File: config.mk
export PLATFORM = sky130hd
export DESIGN_NAME = dss_status_sequencer
export DESIGN_NICKNAME = d
export VERILOG_FILES = /design/src/rtl/dss_pkg.sv /design/src/rtl/dss_link_if.sv /design/src/rtl/dss_status_sequencer.sv /design/src/rtl/dss_status_pack.sv /design/src/rtl/dss_supply_timer.sv
export SDC_FILE = /design/constraint.sdc
export NUM_CORES = 1
export LEC_CHECK = 0
export ABC_CLOCK_PERIOD_IN_PS = 2500
export CAP_MARGIN = 40
export CORE_AREA = 4 4 113 115
export CTS_CLUSTER_DIAMETER = 60
export DETAILED_ROUTE_END_ITERATION = 7
export DIE_AREA = 0 0 117 119
export DONT_BUFFER_PORTS = 1
export MAX_ROUTING_LAYER = met4
export PLACE_DENSITY_LB_ADDON = 0.1
export SYNTH_ARGS = -nofsm -noshare
export SYNTH_HDL_FRONTEND = slang
export SYNTH_HIERARCHICAL = 1
export SYNTH_SLANG_ARGS = --single-unit
File: constraint.sdc
create_clock -name I_CLK -period 2.5 [get_ports I_CLK]
set_input_delay 0.125 -clock I_CLK [delete_from_list [all_inputs] [get_ports I_CLK]]
set_output_delay 0.125 -clock I_CLK [all_outputs]
set_load 0.1 [all_outputs]
File: src/rtl/dss_pkg.sv
// Constants, types and state codes for the drive state status sequencer.
// Summary of operation
// - High byte: direction 15, stop key 14, limit 11, target 10, remote 9.
// - Fault reaction: fault, qstop, enabled, switched on, ready set; masked 002F.
// - Fault state shows only fault, 0008; after quick stop also qstop, 0028.
// - Not ready state holds fault, enabled, switched on, ready, disabled low.
// - From ready, enable operation goes directly to operation enabled.
// - Separate supply: ready reads 21 hex without and 31 hex with supply.
// - Supply still absent in switched on at timeout raises contactor fault.
// - Contactor mode: switch on closes the contactor and applies supply.
// - Contactor mode: contactor stays open through shutdown and ready.
// - A new cyclic telegram selection takes effect only after restart.
package dss_pkg;
    typedef enum logic [2:0]
    {
        ST_NOT_READY = 3'b000,
        ST_SW_ON_DIS = 3'b001,
        ST_READY = 3'b010,
        ST_SWITCHED_ON = 3'b011,
        ST_OP_ENABLED = 3'b100,
        ST_QSTOP = 3'b101,
        ST_FAULT_REACT = 3'b110,
        ST_FAULT = 3'b111
    } dss_state_e;
    localparam int SW_READY = 0;
    localparam int SW_SWITCHED_ON = 1;
    localparam int SW_OP_ENABLED = 2;
    localparam int SW_FAULT = 3;
    localparam int SW_VOLTAGE = 4;
    localparam int SW_QSTOP = 5;
    localparam int SW_SW_ON_DIS = 6;
    localparam int SW_WARNING = 7;
    localparam int SW_REMOTE = 9;
    localparam int SW_TARGET = 10;
    localparam int SW_LIMIT = 11;
    localparam int SW_STOP_KEY = 14;
    localparam int SW_DIRECTION = 15;
    localparam int CW_SWITCH_ON = 0;
    localparam int CW_EN_VOLTAGE = 1;
    localparam int CW_QSTOP = 2;
    localparam int CW_EN_OP = 3;
    localparam int CW_FAULT_RESET = 7;
    localparam logic [15:0] STATE_MASK = 16'h006F;
    localparam logic [15:0] MASKED_SW_ON_DIS = 16'h0040;
    localparam logic [15:0] MASKED_READY = 16'h0021;
    localparam logic [15:0] MASKED_SWITCHED_ON = 16'h0023;
    localparam logic [15:0] MASKED_OP_ENABLED = 16'h0027;
    localparam logic [15:0] MASKED_QSTOP = 16'h0007;
    localparam logic [15:0] MASKED_FAULT_REACT = 16'h002F;
    localparam logic [15:0] MASKED_FAULT = 16'h0008;
    localparam logic [15:0] MASKED_FAULT_QS = 16'h0028;
    localparam logic [15:0] READY_MASK = 16'h007F;
    localparam logic [15:0] READY_NO_SUPPLY = 16'h0021;
    localparam logic [15:0] READY_SUPPLY = 16'h0031;
    localparam logic [15:0] STATUS_RESET = 16'h0000;
    localparam logic [1:0] MODE_COMBINED = 2'h0;
    localparam logic [1:0] MODE_SEPARATE = 2'h1;
    localparam logic [1:0] MODE_CONTACTOR = 2'h2;
    localparam logic [1:0] TELEGRAM_RESET = 2'h0;
    localparam int CLK_FREQ_MHZ = 250;
    localparam int TICK_TIME_US = 1000;
    localparam int TICK_CYCLES = CLK_FREQ_MHZ * TICK_TIME_US;
    localparam int TIMEOUT_WIDTH = 16;
endpackage

File: src/rtl/dss_link_if.sv
// Interface joining the sequencer core to its status packer and timer.
`timescale 1ns/1ps
`default_nettype none
interface dss_link_if;
    import dss_pkg::*;
    dss_state_e state;
    logic qstop_history;
    logic volt_present;
    logic warning;
    logic dir_rev;
    logic stop_key;
    logic int_limit;
    logic target;
    logic remote;
    logic [15:0] next_word;
    logic timer_run;
    logic [TIMEOUT_WIDTH-1:0] timeout_ms;
    logic expired;
    modport core
    (
        output state, qstop_history, volt_present, warning, dir_rev,
        output stop_key, int_limit, target, remote, timer_run, timeout_ms,
        input next_word, expired
    );
    modport pack
    (
        input state, qstop_history, volt_present, warning, dir_rev,
        input stop_key, int_limit, target, remote,
        output next_word
    );
    modport timer
    (
        input timer_run, timeout_ms,
        output expired
    );
endinterface
`default_nettype wire

File: src/rtl/dss_status_sequencer.sv
// Top of the drive state machine, status word and supply sequencing.
`timescale 1ns/1ps
`default_nettype none
module dss_status_sequencer
#(
    parameter int TICK_CYC = dss_pkg::TICK_CYCLES
)
(
    // Clock and reset
    input wire logic I_CLK,
    input wire logic I_RST,
    // Commands from the fieldbus
    input wire logic [15:0] I_CTRL_WORD,
    input wire logic I_RESTART,
    input wire logic [1:0] I_TELEGRAM_SEL,
    // Configuration
    input wire logic [1:0] I_SUPPLY_MODE,
    input wire logic [dss_pkg::TIMEOUT_WIDTH-1:0] I_SUPPLY_WAIT_TIMEOUT,
    // Drive conditions
    input wire logic I_INIT_DONE,
    input wire logic I_POWER_PRESENT,
    input wire logic I_FAULT_DETECT,
    input wire logic I_FAULT_REACTION_DONE,
    input wire logic I_QSTOP_DONE,
    input wire logic I_WARNING,
    input wire logic I_DIRECTION_REV,
    input wire logic I_STOP_KEY,
    input wire logic I_INTERNAL_LIMIT,
    input wire logic I_TARGET_REACHED,
    input wire logic I_REMOTE,
    // Status
    output logic [15:0] O_STATUS_WORD,
    output logic [2:0] O_STATE,
    output logic O_AWAITING_SUPPLY_INDICATION,
    output logic O_CONTACTOR_SUPPLY_FAULT,
    output logic O_CONTACTOR_CLOSE,
    output logic [1:0] O_TELEGRAM_ACTIVE
);
    import dss_pkg::*;
    dss_link_if lnk();
    dss_state_e state;
    dss_state_e next_state;
    logic fr_prev;
    logic fault_reset_edge;
    logic cmd_shutdown, cmd_switch_on, cmd_enable, cmd_dis_voltage, cmd_qstop;
    logic timeout_event;
    logic fault_entry;
    logic qstop_history;
    logic load_pending;
    dss_status_pack u_pack
    (
        .lnk(lnk)
    );
    dss_supply_timer #(.TICK_CYC(TICK_CYC)) u_timer
    (
        .i_clk(I_CLK),
        .i_rst(I_RST),
        .lnk(lnk)
    );
    assign lnk.state = state;
    assign lnk.qstop_history = qstop_history;
    assign lnk.volt_present = I_POWER_PRESENT;
    assign lnk.warning = I_WARNING;
    assign lnk.dir_rev = I_DIRECTION_REV;
    assign lnk.stop_key = I_STOP_KEY;
    assign lnk.int_limit = I_INTERNAL_LIMIT;
    assign lnk.target = I_TARGET_REACHED;
    assign lnk.remote = I_REMOTE;
    assign lnk.timeout_ms = I_SUPPLY_WAIT_TIMEOUT;
    // The wait runs only while switched on without supply.
    assign lnk.timer_run = (state == ST_SWITCHED_ON) && !I_POWER_PRESENT;
    assign cmd_dis_voltage = !I_CTRL_WORD[CW_EN_VOLTAGE];
    assign cmd_qstop = I_CTRL_WORD[CW_EN_VOLTAGE] && !I_CTRL_WORD[CW_QSTOP];
    assign cmd_shutdown = I_CTRL_WORD[CW_EN_VOLTAGE] &&
        I_CTRL_WORD[CW_QSTOP] && !I_CTRL_WORD[CW_SWITCH_ON];
    assign cmd_switch_on = I_CTRL_WORD[CW_EN_VOLTAGE] &&
        I_CTRL_WORD[CW_QSTOP] && I_CTRL_WORD[CW_SWITCH_ON] &&
        !I_CTRL_WORD[CW_EN_OP];
    assign cmd_enable = I_CTRL_WORD[CW_EN_VOLTAGE] &&
        I_CTRL_WORD[CW_QSTOP] && I_CTRL_WORD[CW_SWITCH_ON] &&
        I_CTRL_WORD[CW_EN_OP];
    assign fault_reset_edge = I_CTRL_WORD[CW_FAULT_RESET] && !fr_prev;
    assign timeout_event = lnk.expired;
    assign fault_entry = (I_FAULT_DETECT || timeout_event) &&
        (state != ST_NOT_READY) && (state != ST_FAULT_REACT) &&
        (state != ST_FAULT);
    always_comb
    begin
        next_state = state;
        case (state)
            ST_NOT_READY:
            begin
                if (I_INIT_DONE)
                begin
                    next_state = ST_SW_ON_DIS;
                end
            end
            ST_SW_ON_DIS:
            begin
                if (cmd_shutdown)
                begin
                    next_state = ST_READY;
                end
            end
            ST_READY:
            begin
                if (cmd_dis_voltage || cmd_qstop)
                begin
                    next_state = ST_SW_ON_DIS;
                end
                else if (cmd_enable)
                begin
                    next_state = ST_OP_ENABLED;
                end
                else if (cmd_switch_on)
                begin
                    next_state = ST_SWITCHED_ON;
                end
            end
            ST_SWITCHED_ON:
            begin
                if (cmd_dis_voltage || cmd_qstop)
                begin
                    next_state = ST_SW_ON_DIS;
                end
                else if (cmd_shutdown)
                begin
                    next_state = ST_READY;
                end
                else if (cmd_enable && I_POWER_PRESENT)
                begin
                    next_state = ST_OP_ENABLED;
                end
            end
            ST_OP_ENABLED:
            begin
                if (cmd_dis_voltage)
                begin
                    next_state = ST_SW_ON_DIS;
                end
                else if (cmd_qstop)
                begin
                    next_state = ST_QSTOP;
                end
                else if (cmd_shutdown)
                begin
                    next_state = ST_READY;
                end
                else if (cmd_switch_on)
                begin
                    next_state = ST_SWITCHED_ON;
                end
            end
            ST_QSTOP:
            begin
                if (cmd_dis_voltage || I_QSTOP_DONE)
                begin
                    next_state = ST_SW_ON_DIS;
                end
            end
            ST_FAULT_REACT:
            begin
                if (I_FAULT_REACTION_DONE)
                begin
                    next_state = ST_FAULT;
                end
            end
            ST_FAULT:
            begin
                if (fault_reset_edge && !I_FAULT_DETECT)
                begin
                    next_state = ST_SW_ON_DIS;
                end
            end
            default:
            begin
                next_state = ST_NOT_READY;
            end
        endcase
        if (fault_entry)
        begin
            next_state = ST_FAULT_REACT;
        end
    end
    // A restart drops the drive back to its power-up state.
    always_ff @(posedge I_CLK or posedge I_RST)
    begin
        if (I_RST)
        begin
            state <= ST_NOT_READY;
        end
        else if (I_RESTART)
        begin
            state <= ST_NOT_READY;
        end
        else
        begin
            state <= next_state;
        end
    end
    always_ff @(posedge I_CLK or posedge I_RST)
    begin
        if (I_RST)
        begin
            fr_prev <= 1'b0;
        end
        else
        begin
            fr_prev <= I_CTRL_WORD[CW_FAULT_RESET];
        end
    end
    always_ff @(posedge I_CLK or posedge I_RST)
    begin
        if (I_RST)
        begin
            qstop_history <= 1'b0;
        end
        else if (fault_entry)
        begin
            qstop_history <= (state == ST_QSTOP);
        end
        else if (state != ST_FAULT_REACT && state != ST_FAULT)
        begin
            qstop_history <= 1'b0;
        end
    end
    // Set wins over the fault-reset clear in the same cycle.
    always_ff @(posedge I_CLK or posedge I_RST)
    begin
        if (I_RST)
        begin
            O_CONTACTOR_SUPPLY_FAULT <= 1'b0;
        end
        else if (timeout_event && state == ST_SWITCHED_ON)
        begin
            O_CONTACTOR_SUPPLY_FAULT <= 1'b1;
        end
        else if (state == ST_FAULT && fault_reset_edge)
        begin
            O_CONTACTOR_SUPPLY_FAULT <= 1'b0;
        end
    end
    always_ff @(posedge I_CLK or posedge I_RST)
    begin
        if (I_RST)
        begin
            O_CONTACTOR_CLOSE <= 1'b0;
        end
        else
        begin
            O_CONTACTOR_CLOSE <= (I_SUPPLY_MODE == MODE_CONTACTOR) &&
                ((next_state == ST_SWITCHED_ON) ||
                 (next_state == ST_OP_ENABLED) ||
                 (next_state == ST_QSTOP));
        end
    end
    always_ff @(posedge I_CLK or posedge I_RST)
    begin
        if (I_RST)
        begin
            O_STATUS_WORD <= STATUS_RESET;
            O_AWAITING_SUPPLY_INDICATION <= 1'b0;
        end
        else
        begin
            O_STATUS_WORD <= lnk.next_word;
            O_AWAITING_SUPPLY_INDICATION <= (state == ST_READY) &&
                !I_POWER_PRESENT;
        end
    end
    assign O_STATE = state;
    // The selection is sampled once after reset and again only on restart.
    always_ff @(posedge I_CLK or posedge I_RST)
    begin
        if (I_RST)
        begin
            load_pending <= 1'b1;
            O_TELEGRAM_ACTIVE <= TELEGRAM_RESET;
        end
        else if (load_pending || I_RESTART)
        begin
            load_pending <= 1'b0;
            O_TELEGRAM_ACTIVE <= I_TELEGRAM_SEL;
        end
    end
endmodule
`default_nettype wire

File: src/rtl/dss_status_pack.sv
// Combinational builder of the next status word from state and flags.
`timescale 1ns/1ps
`default_nettype none
module dss_status_pack
(
    dss_link_if.pack lnk
);
    import dss_pkg::*;
    always_comb
    begin
        lnk.next_word = STATUS_RESET;
        case (lnk.state)
            ST_NOT_READY:
            begin
                lnk.next_word = STATUS_RESET;
            end
            ST_SW_ON_DIS:
            begin
                lnk.next_word[SW_SW_ON_DIS] = 1'b1;
            end
            ST_READY:
            begin
                lnk.next_word[SW_QSTOP] = 1'b1;
                lnk.next_word[SW_READY] = 1'b1;
            end
            ST_SWITCHED_ON:
            begin
                lnk.next_word[SW_QSTOP] = 1'b1;
                lnk.next_word[SW_READY] = 1'b1;
                lnk.next_word[SW_SWITCHED_ON] = 1'b1;
            end
            ST_OP_ENABLED:
            begin
                lnk.next_word[SW_QSTOP] = 1'b1;
                lnk.next_word[SW_READY] = 1'b1;
                lnk.next_word[SW_SWITCHED_ON] = 1'b1;
                lnk.next_word[SW_OP_ENABLED] = 1'b1;
            end
            ST_QSTOP:
            begin
                lnk.next_word[SW_READY] = 1'b1;
                lnk.next_word[SW_SWITCHED_ON] = 1'b1;
                lnk.next_word[SW_OP_ENABLED] = 1'b1;
            end
            ST_FAULT_REACT:
            begin
                lnk.next_word[SW_QSTOP] = 1'b1;
                lnk.next_word[SW_FAULT] = 1'b1;
                lnk.next_word[SW_READY] = 1'b1;
                lnk.next_word[SW_SWITCHED_ON] = 1'b1;
                lnk.next_word[SW_OP_ENABLED] = 1'b1;
            end
            ST_FAULT:
            begin
                lnk.next_word[SW_FAULT] = 1'b1;
                lnk.next_word[SW_QSTOP] = lnk.qstop_history;
            end
            default:
            begin
                lnk.next_word = STATUS_RESET;
            end
        endcase
        // Voltage shows the real supply so a missing supply is visible.
        lnk.next_word[SW_VOLTAGE] = lnk.volt_present;
        lnk.next_word[SW_WARNING] = lnk.warning;
        lnk.next_word[SW_REMOTE] = lnk.remote;
        lnk.next_word[SW_TARGET] = lnk.target;
        lnk.next_word[SW_LIMIT] = lnk.int_limit;
        lnk.next_word[SW_STOP_KEY] = lnk.stop_key;
        lnk.next_word[SW_DIRECTION] = lnk.dir_rev;
    end
endmodule
`default_nettype wire

File: src/rtl/dss_supply_timer.sv
// Millisecond supply-wait timer with a cycle divider producing tick pulses.
`timescale 1ns/1ps
`default_nettype none
module dss_supply_timer
#(
    parameter int TICK_CYC = dss_pkg::TICK_CYCLES
)
(
    // Clock and reset
    input wire logic i_clk,
    input wire logic i_rst,
    // Link to core
    dss_link_if.timer lnk
);
    import dss_pkg::*;
    if (TICK_CYC < 1)
    begin
        $error("TICK_CYC must be at least one cycle.");
    end
    logic [31:0] div;
    logic tick;
    logic [TIMEOUT_WIDTH-1:0] ms_count;
    assign tick = (div == 32'(TICK_CYC - 1));
    always_ff @(posedge i_clk or posedge i_rst)
    begin
        if (i_rst)
        begin
            div <= 32'h00000000;
        end
        else if (!lnk.timer_run || tick)
        begin
            div <= 32'h00000000;
        end
        else
        begin
            div <= div + 32'h00000001;
        end
    end
    // The count saturates so a long wait cannot wrap past the limit.
    always_ff @(posedge i_clk or posedge i_rst)
    begin
        if (i_rst)
        begin
            ms_count <= '0;
        end
        else if (!lnk.timer_run)
        begin
            ms_count <= '0;
        end
        else if (tick && !lnk.expired)
        begin
            ms_count <= ms_count + 1'b1;
        end
    end
    assign lnk.expired = lnk.timer_run && (ms_count >= lnk.timeout_ms);
endmodule
`default_nettype wire

---- Yosys cells after proc, flatten, opt, wreduce, memory -nomap -nowiden ----
Index checks and enable logic that the tools add are counted.
word-level totals
  register bits ........................... 72
  input bits .............................. 50
  output and inout bits ................... 24
  word-level logic and storage cells ...... 104
cells by class
  $add $sub $neg .......................... 2
  $lt $le $gt $ge ......................... 1
  equality and inequality tests ........... 15
  multiplexer cells ....................... 30
  reductions and logical operators ........ 45
operators by type and width
  kind                                                                count
  3-bit 2-to-1 mux                                                    16
  32-bit by 1-bit adder with 32-bit output (second input constant)    1
  32-bit by 18-bit == test with 1-bit output (second input constant)  1
  16-bit 2-to-1 mux                                                   2
  32-bit 2-to-1 mux                                                   1
  3-bit case mux with 8 select lines                                  1
  1-bit logical AND                                                   20
  3-bit == test (second input constant)                               6
  16-bit by 1-bit adder with 16-bit output (second input constant)    1
  16-bit >= comparator                                                1
  3-bit by 2-bit == test with 1-bit output (second input constant)    3
  1-bit zero test                                                     9
  1-bit 2-to-1 mux                                                    9
  4-bit OR reduction                                                  2
  1-bit logical OR                                                    7
  3-bit inequality test (second input constant)                       2
  5-bit OR reduction                                                  1
  2-bit nonzero test                                                  2
  3-bit by 1-bit == test with 1-bit output (second input constant)    1
  3-bit zero test                                                     1
  3-bit nonzero test                                                  1
  3-bit OR reduction                                                  1
  2-bit == test (second input constant)                               1
  2-bit inequality test (second input constant)                       1
  2 further kinds                                                     2

---- Longest topological paths before layout ----
  depth in word-level cells ............... 13
  gate-level depth with buffers ........... 11
  mapped depth without buffers ............ 11

---- Hierarchy ----
The synthesis kept the hierarchy.
modules (own cells, without submodules)
  module                instances  cells an instance  area each (um^2)  sequential area each (um^2)
  dss_supply_timer      1          316                2900.3            1201.2
  dss_status_sequencer  1          84                 1022.2            676.9
  dss_status_pack       1          21                 143.9             0.0

---- Worst setup path after synthesis ----
Ideal clock, no wire load.
  path kind ............................... reg-to-reg
  start point ............................. register state[1] (netlist: O_STATE[1])
  end point ............................... register O_CONTACTOR_CLOSE
  setup time .............................. 139 ps
  arrival time ............................ 2865 ps
  data required time ...................... 2361 ps
  slack ................................... -504 ps
  stages on the path, launching flop included .. 12
  path buffers ............................ 3
  clock period less this slack ............ 3004 ps
  path through ............................ dfrtp_1 buf_2 nand2_1 nor3_1 clkbuf_1 clkbuf_1 a21boi_0 nor2_1 a21oi_1 nor4_1 o311ai_0 o31ai_1
on the way
  word-level cells in the longest chain between the ends .. 12
  elaborated cells between the ends (all ways) .. 39
  those cells by class .................... eq/ne (12); mux (16); reduce/logical (11)
ends and longest elaborated chain
  element                                                                           RTL line                                                  RTL
  start: declaration                                                                dss_status_sequencer.sv:41                                dss_state_e state;
  start signal: assignment                                                          dss_status_sequencer.sv:198                               state <= next_state;
  3-bit by 2-bit == test with 1-bit output *                                        dss_status_sequencer.sv:71                                assign lnk.timer_run = (state == ST_SWITCHED_ON) && !I_POWER_PRESENT;
  1-bit logical AND *                                                               dss_status_sequencer.sv:71
  named net lnk.timer_run                                                           dss_link_if.sv:16                                         logic timer_run;
  1-bit logical AND *                                                               dss_supply_timer.sv:55                                    assign lnk.expired = lnk.timer_run && (ms_count >= lnk.timeout_ms);
  named net lnk.expired                                                             dss_link_if.sv:18                                         logic expired;
  1-bit logical OR *                                                                dss_status_sequencer.sv:84                                assign fault_entry = (I_FAULT_DETECT || timeout_event) &&
  1-bit logical AND *                                                               dss_status_sequencer.sv:84
  1-bit logical AND * (2 in series)                                                 dss_status_sequencer.sv:85                                (state != ST_NOT_READY) && (state != ST_FAULT_REACT) &&
  3-bit 2-to-1 mux *                                                                dss_status_sequencer.sv:180                               if (fault_entry)
  3-bit by 2-bit == test with 1-bit output / 3-bit == test (equally long branches)  dss_status_sequencer.sv:252, dss_status_sequencer.sv:253
  1-bit logical OR                                                                  dss_status_sequencer.sv:252                               ((next_state == ST_SWITCHED_ON) ||
  1-bit logical OR *                                                                dss_status_sequencer.sv:253                               (next_state == ST_OP_ENABLED) ||
  1-bit logical AND *                                                               dss_status_sequencer.sv:251                               O_CONTACTOR_CLOSE <= (I_SUPPLY_MODE == MODE_CONTACTOR) &&
  end signal: assignment                                                            dss_status_sequencer.sv:251
  end: declaration                                                                  dss_status_sequencer.sv:36                                output logic O_CONTACTOR_CLOSE,
The timed path passes the listed nets; every way through them passes the cells marked *.
A chain may end at the register's enable or synchronous reset.

---- Worst setup path in the final report ----
  start point ............................. register state[1] (netlist: O_STATE[1])
  end point ............................... register O_CONTACTOR_CLOSE
on the way
  word-level cells in the longest chain between the ends .. 12
  elaborated cells between the ends (all ways) .. 39
  those cells by class .................... eq/ne (12); mux (16); reduce/logical (11)
ends and longest elaborated chain
  element                                                                                     RTL line
  parallel branches: the longest is 7 deep, another holds 3-bit case mux with 8 select lines  --
  3-bit 2-to-1 mux *                                                                          dss_status_sequencer.sv:180
  3-bit by 2-bit == test with 1-bit output / 3-bit == test (equally long branches)            dss_status_sequencer.sv:252, dss_status_sequencer.sv:253
  1-bit logical OR                                                                            dss_status_sequencer.sv:252
  1-bit logical OR *                                                                          dss_status_sequencer.sv:253
  1-bit logical AND *                                                                         dss_status_sequencer.sv:251
Every way passes the cells marked *.

==> run_results.csv <==
group,metric,value,unit
finish,drive_gt1_share,22.8,%
detailed_routing,drt_iter0_drc,137,
worst_setup_path,required,2.71,ns
finish,post-route-util,44.4,%
global_route,grt_max_degree,35,
global_route,antenna_found_initial,0,
floorplan,fp-row-count,40,
floorplan,die_h,119,µm
run_status,status,"complete, no violations",
sta,whs,0.0276,ns
logic_synthesis,yosys.area_share.simple,24.4,%
floorplan,core-area,11800,µm²
placed_design,gp_congestion,0.793,
sta,relSlewSlack,22.1,%
detailed_routing,vias_per_cell,5.12,
clocking,h-tree-depth,3,
logic_synthesis,synth-compound-area-share,10.2,%
logic_synthesis,ys_warn_count,6,
clocking,clock-root-buffer,"clkbuf_16",
worst_setup_path,cp_cell_sequence,"buf_4 -> nand3_1 -> a2111oi_0 -> or4b_1 -> o31ai_4",
logic_synthesis,avgSynthCellArea,9.66,µm²
clocking,clock_latency,0.34,ns
finish,diodes,0,
worst_setup_path,r2r_slack,0.08,ns
logic_synthesis,synth_top_family_by_area,"simple AND/OR/NAND/NOR gates",
finish,nets,541,
worst_setup_path,endpoint_kind,"flip-flop",
finish,syn_to_final_growth,29.1,%
global_route,overflow,0,
clocking,clkSinkCount,75,
sta,grt_setup_unrepaired,"yes",
sta,max_clock_freq,414,MHz
logic_synthesis,yosys_most_used_dff,"dfrtp_1",
detailed_routing,vias,3197,
worst_setup_path,crit_buf_inv,1,
sta,skew,0.00667,ns
placed_design,hpwl,6620,µm
pwr,switching_share,28.5,%
sta,worst_slack,0.0836,ns
pwr,max-vdd-ir-drop,0.274,mV
sta,fin_crit_sh,96.7,%
clocking,cts_tree,"yes",
pwr,p_comb_share,8.5,%
clocking,cts_made_buffers,9,
floorplan,boundaryPins,74,
logic_synthesis,muxShareOfSynthArea,0.800,%
hold_path,hp-start,"I_SUPPLY_MODE[0]",
finish,instances_no_fill,625,
hold_path,min_path_type,"in2reg",
global_route,grt_pass1_vias,3224,
sta,setup_viol_count_final,0,
worst_setup_path,reg2reg_depth,5,
floorplan,start_util,34.4,%
detailed_routing,ant_nets,0,
floorplan,dieArea,13900,µm²
worst_setup_path,cp-start-kind,"flip-flop",
worst_setup_path,arrival,2.63,ns
pwr,seqPwrFrac,47.6,%
sta,hold_viol,0,
pwr,switching_power,0.000877,W
detailed_routing,finalWirelength,9470,µm
worst_setup_path,cp_max_fo,14,
finish,final_cell_area,5250,µm²
worst_setup_path,r2r-start,"O_STATE[1]$_DFF_PP0_",
logic_synthesis,syn_area,4070,µm²
worst_setup_path,crit_family,"compound AO/OA/AOI/OAI gates",
global_route,grt_usage,14.7,%
detailed_routing,drc,0,
placed_design,place_area,4540,µm²
sta,worst_slew_pin_slew,1.14,ns
global_route,grt_pass1_wl,15800,µm
logic_synthesis,synthDistinctLibCells,54,
logic_synthesis,synth_adder_area_share,5.54,%
sta,fin_crit,2.42,ns
pwr,intPower,0.00220,W
placed_design,pre_cts_slack,-0.223,ns
detailed_routing,first_pass_iters,4,
logic_synthesis,synthXorXnorAreaFrac,7.11,%
pwr,power_density,586,nW/µm²
pwr,p_leak,2.17,nW
worst_setup_path,critPathSlowestCell,"a2111oi_0",
worst_setup_path,critPathLaunch,"O_STATE[1]$_DFF_PP0_",
clocking,clk_pin_slew,0.06,ns
pwr,clockPowerShare,43.9,%
worst_setup_path,crit_type,"reg2reg",
logic_synthesis,synth-seq-cells,75,
placed_design,dpl.cell_count,591,
logic_synthesis,seq_area_frac_synth,46.2,%
placed_design,port_buffers,0,
sta,slew_violations,0,
clocking,clock_path_buffers,2,
floorplan,fp.dieW,117,µm
job,maxCapViolations,0,
worst_setup_path,critPathMaxStageDelay,0.95,ns
logic_synthesis,synth-edff-count,0,
logic_synthesis,async_flop_share,100,%
worst_setup_path,rr_endpoint,"O_CONTACTOR_CLOSE$_DFF_PP0_",
hold_path,min_path_cells,3,
hold_path,hold_end,"O_CONTACTOR_CLOSE$_DFF_PP0_",
logic_synthesis,syn_inst,421,
detailed_routing,routedWlPerCell,15.2,µm
finish,nFillCells,1141,
[per-stage QoR]
| step | total power, W | TNS [ns] |
|---|---|---|
| 3_5_place_dp | 0.00171 | -0.890 |
| 3_3_place_gp | 0.00169 | -0.751 |
| 6_report | 0.00307 | 0 |
| 4_1_cts | 0.00310 | -0.00815 |
| 5_1_grt | 0.00321 | -0.148 |
| 2_1_floorplan | 0.00165 | 0 |
[cells in the final DEF, fill, tap and decap left out, drive strengths merged, types with 2 or more instances in the layout]
| master | n |
|---|---|
| dfrtp | 74 |
| buf | 49 |
| nor2 | 45 |
| nand2 | 27 |
| inv | 23 |
| nand3 | 22 |
| xnor2 | 18 |
| ha | 18 |
| o21ai | 16 |
| nand4 | 15 |
| xor2 | 15 |
| a21boi | 14 |
| dlygate4sd3 | 13 |
| or3 | 13 |
| clkbuf | 13 |
| a21oi | 12 |
| nor3 | 11 |
| and3 | 10 |
| and2 | 9 |
| nor4 | 9 |
| o31ai | 6 |
| and4 | 5 |
| conb | 4 |
| nand2b | 4 |
| or4 | 4 |
| nor2b | 3 |
| nor4b | 3 |
| a2111oi | 3 |
| mux2 | 2 |
| clkinv | 2 |
[layer usage]
| layer | up-vias | part of all wire [%] | GRT usage (%) |
|---|---|---|---|
| met2 | 69 | 47 | 21.8 |
| met5 | - | 0 | - |
| met3 | 12 | 4.1 | 3.81 |
| li1 | 1571 | - | - |
| met4 | 0 | 1.7 | 5.30 |
| met1 | 1545 | 47 | 19.5 |
[logic make-up (layout without fill, tap and decap cells)]
| logic type | Yosys count | count (layout) |
|---|---|---|
| simple gates | 182 | 182 |
| flops | 75 | 75 |
| compound gates | 61 | 61 |
| buf+inv | 47 | 102 |
| xor+xnor | 33 | 33 |
| fa+ha+maj | 18 | 18 |
| mux | 3 | 3 |
| other cells | 2 | 4 |
[worst max-delay path by stage]
stage,endpoint,cells past startpoint
after floorplan,O_CONTACTOR_CLOSE$_DFF_PP0_,11
after global placement,O_CONTACTOR_CLOSE$_DFF_PP0_,11
after detailed placement,O_CONTACTOR_CLOSE$_DFF_PP0_,13
after CTS,O_CONTACTOR_CLOSE$_DFF_PP0_,11
after global routing,u_timer/ms_count[11]$_DFFE_PP0P_,10
final,O_CONTACTOR_CLOSE$_DFF_PP0_,5
[worst min-delay path: cells and delay by family]
kind,cells,cell delay (ns)
AO/OA/AOI/OAI,2,0.14
AND/OR/NAND/NOR,1,0.06
[Yosys cell counts (all sizes together), types with 2 or more instances]
master   instances  area (µm²)
or4              4        33.8
and3            10        62.6
a21oi           12        63.8
or3             13        81.3
nor2b            3        18.8
a2111oi          3        26.3
nor3            11        55.1
nand2           27         101
ha              18         225
nand3           22         115
nor2            45         169
and2             9        60.1
and4             5        43.8
nand4           15        93.8
dfrtp           74        1850
inv             23        86.3
a21boi          14         105
nand2b           4        25.0
xnor2           18         158
nor4             9        90.1
clkbuf          10        37.5
mux2             2        22.5
conb             2        7.51
xor2            15         131
o21ai           16        80.1
o31ai            6        45.0
buf             14         101
nor4b            3        26.3
[power groups by stage]
stage	Sequential (W)	Combinational [W]	Clock (W)
floorplan	0.00153	0.000122	0
global placement	0.00150	0.000190	0
detailed placement	0.00149	0.000227	0
CTS	0.00146	0.000248	0.00139
global route	0.00147	0.000289	0.00145
finish	0.00146	0.000262	0.00135
[layout make-up]
class | count | area (µm²) | share of cell area [%]
Clock buffer | 12 | 267 | 5.08
Clock inverter | 4 | 47.5 | 0.906
Timing Repair Buffer | 63 | 612 | 11.7
Inverter | 23 | 86.3 | 1.64
Sequential cell | 75 | 1890 | 36.0
Tap cell | 147 | 184 | 3.50
Multi-Input combinational cell | 301 | 2160 | 41.2
[flip-flops by register name, summed over array words and instances (netlist names), 2 cells and up]
name and flops:
O_STATUS_WORD 16, O_TELEGRAM_ACTIVE 2, u_timer/div 32, O_STATE 3
u_timer/ms_count 16
[timing repair]
item	in CTS	in global routing
hold endpoints to repair	76	0
pin swaps	3	11
buffers inserted	0	4
setup endpoints to repair	15	15
gates resized for setup	6	38
cloned	0	2
hold buffers	13	0
Note: power is estimated with default switching activity, not from simulation.
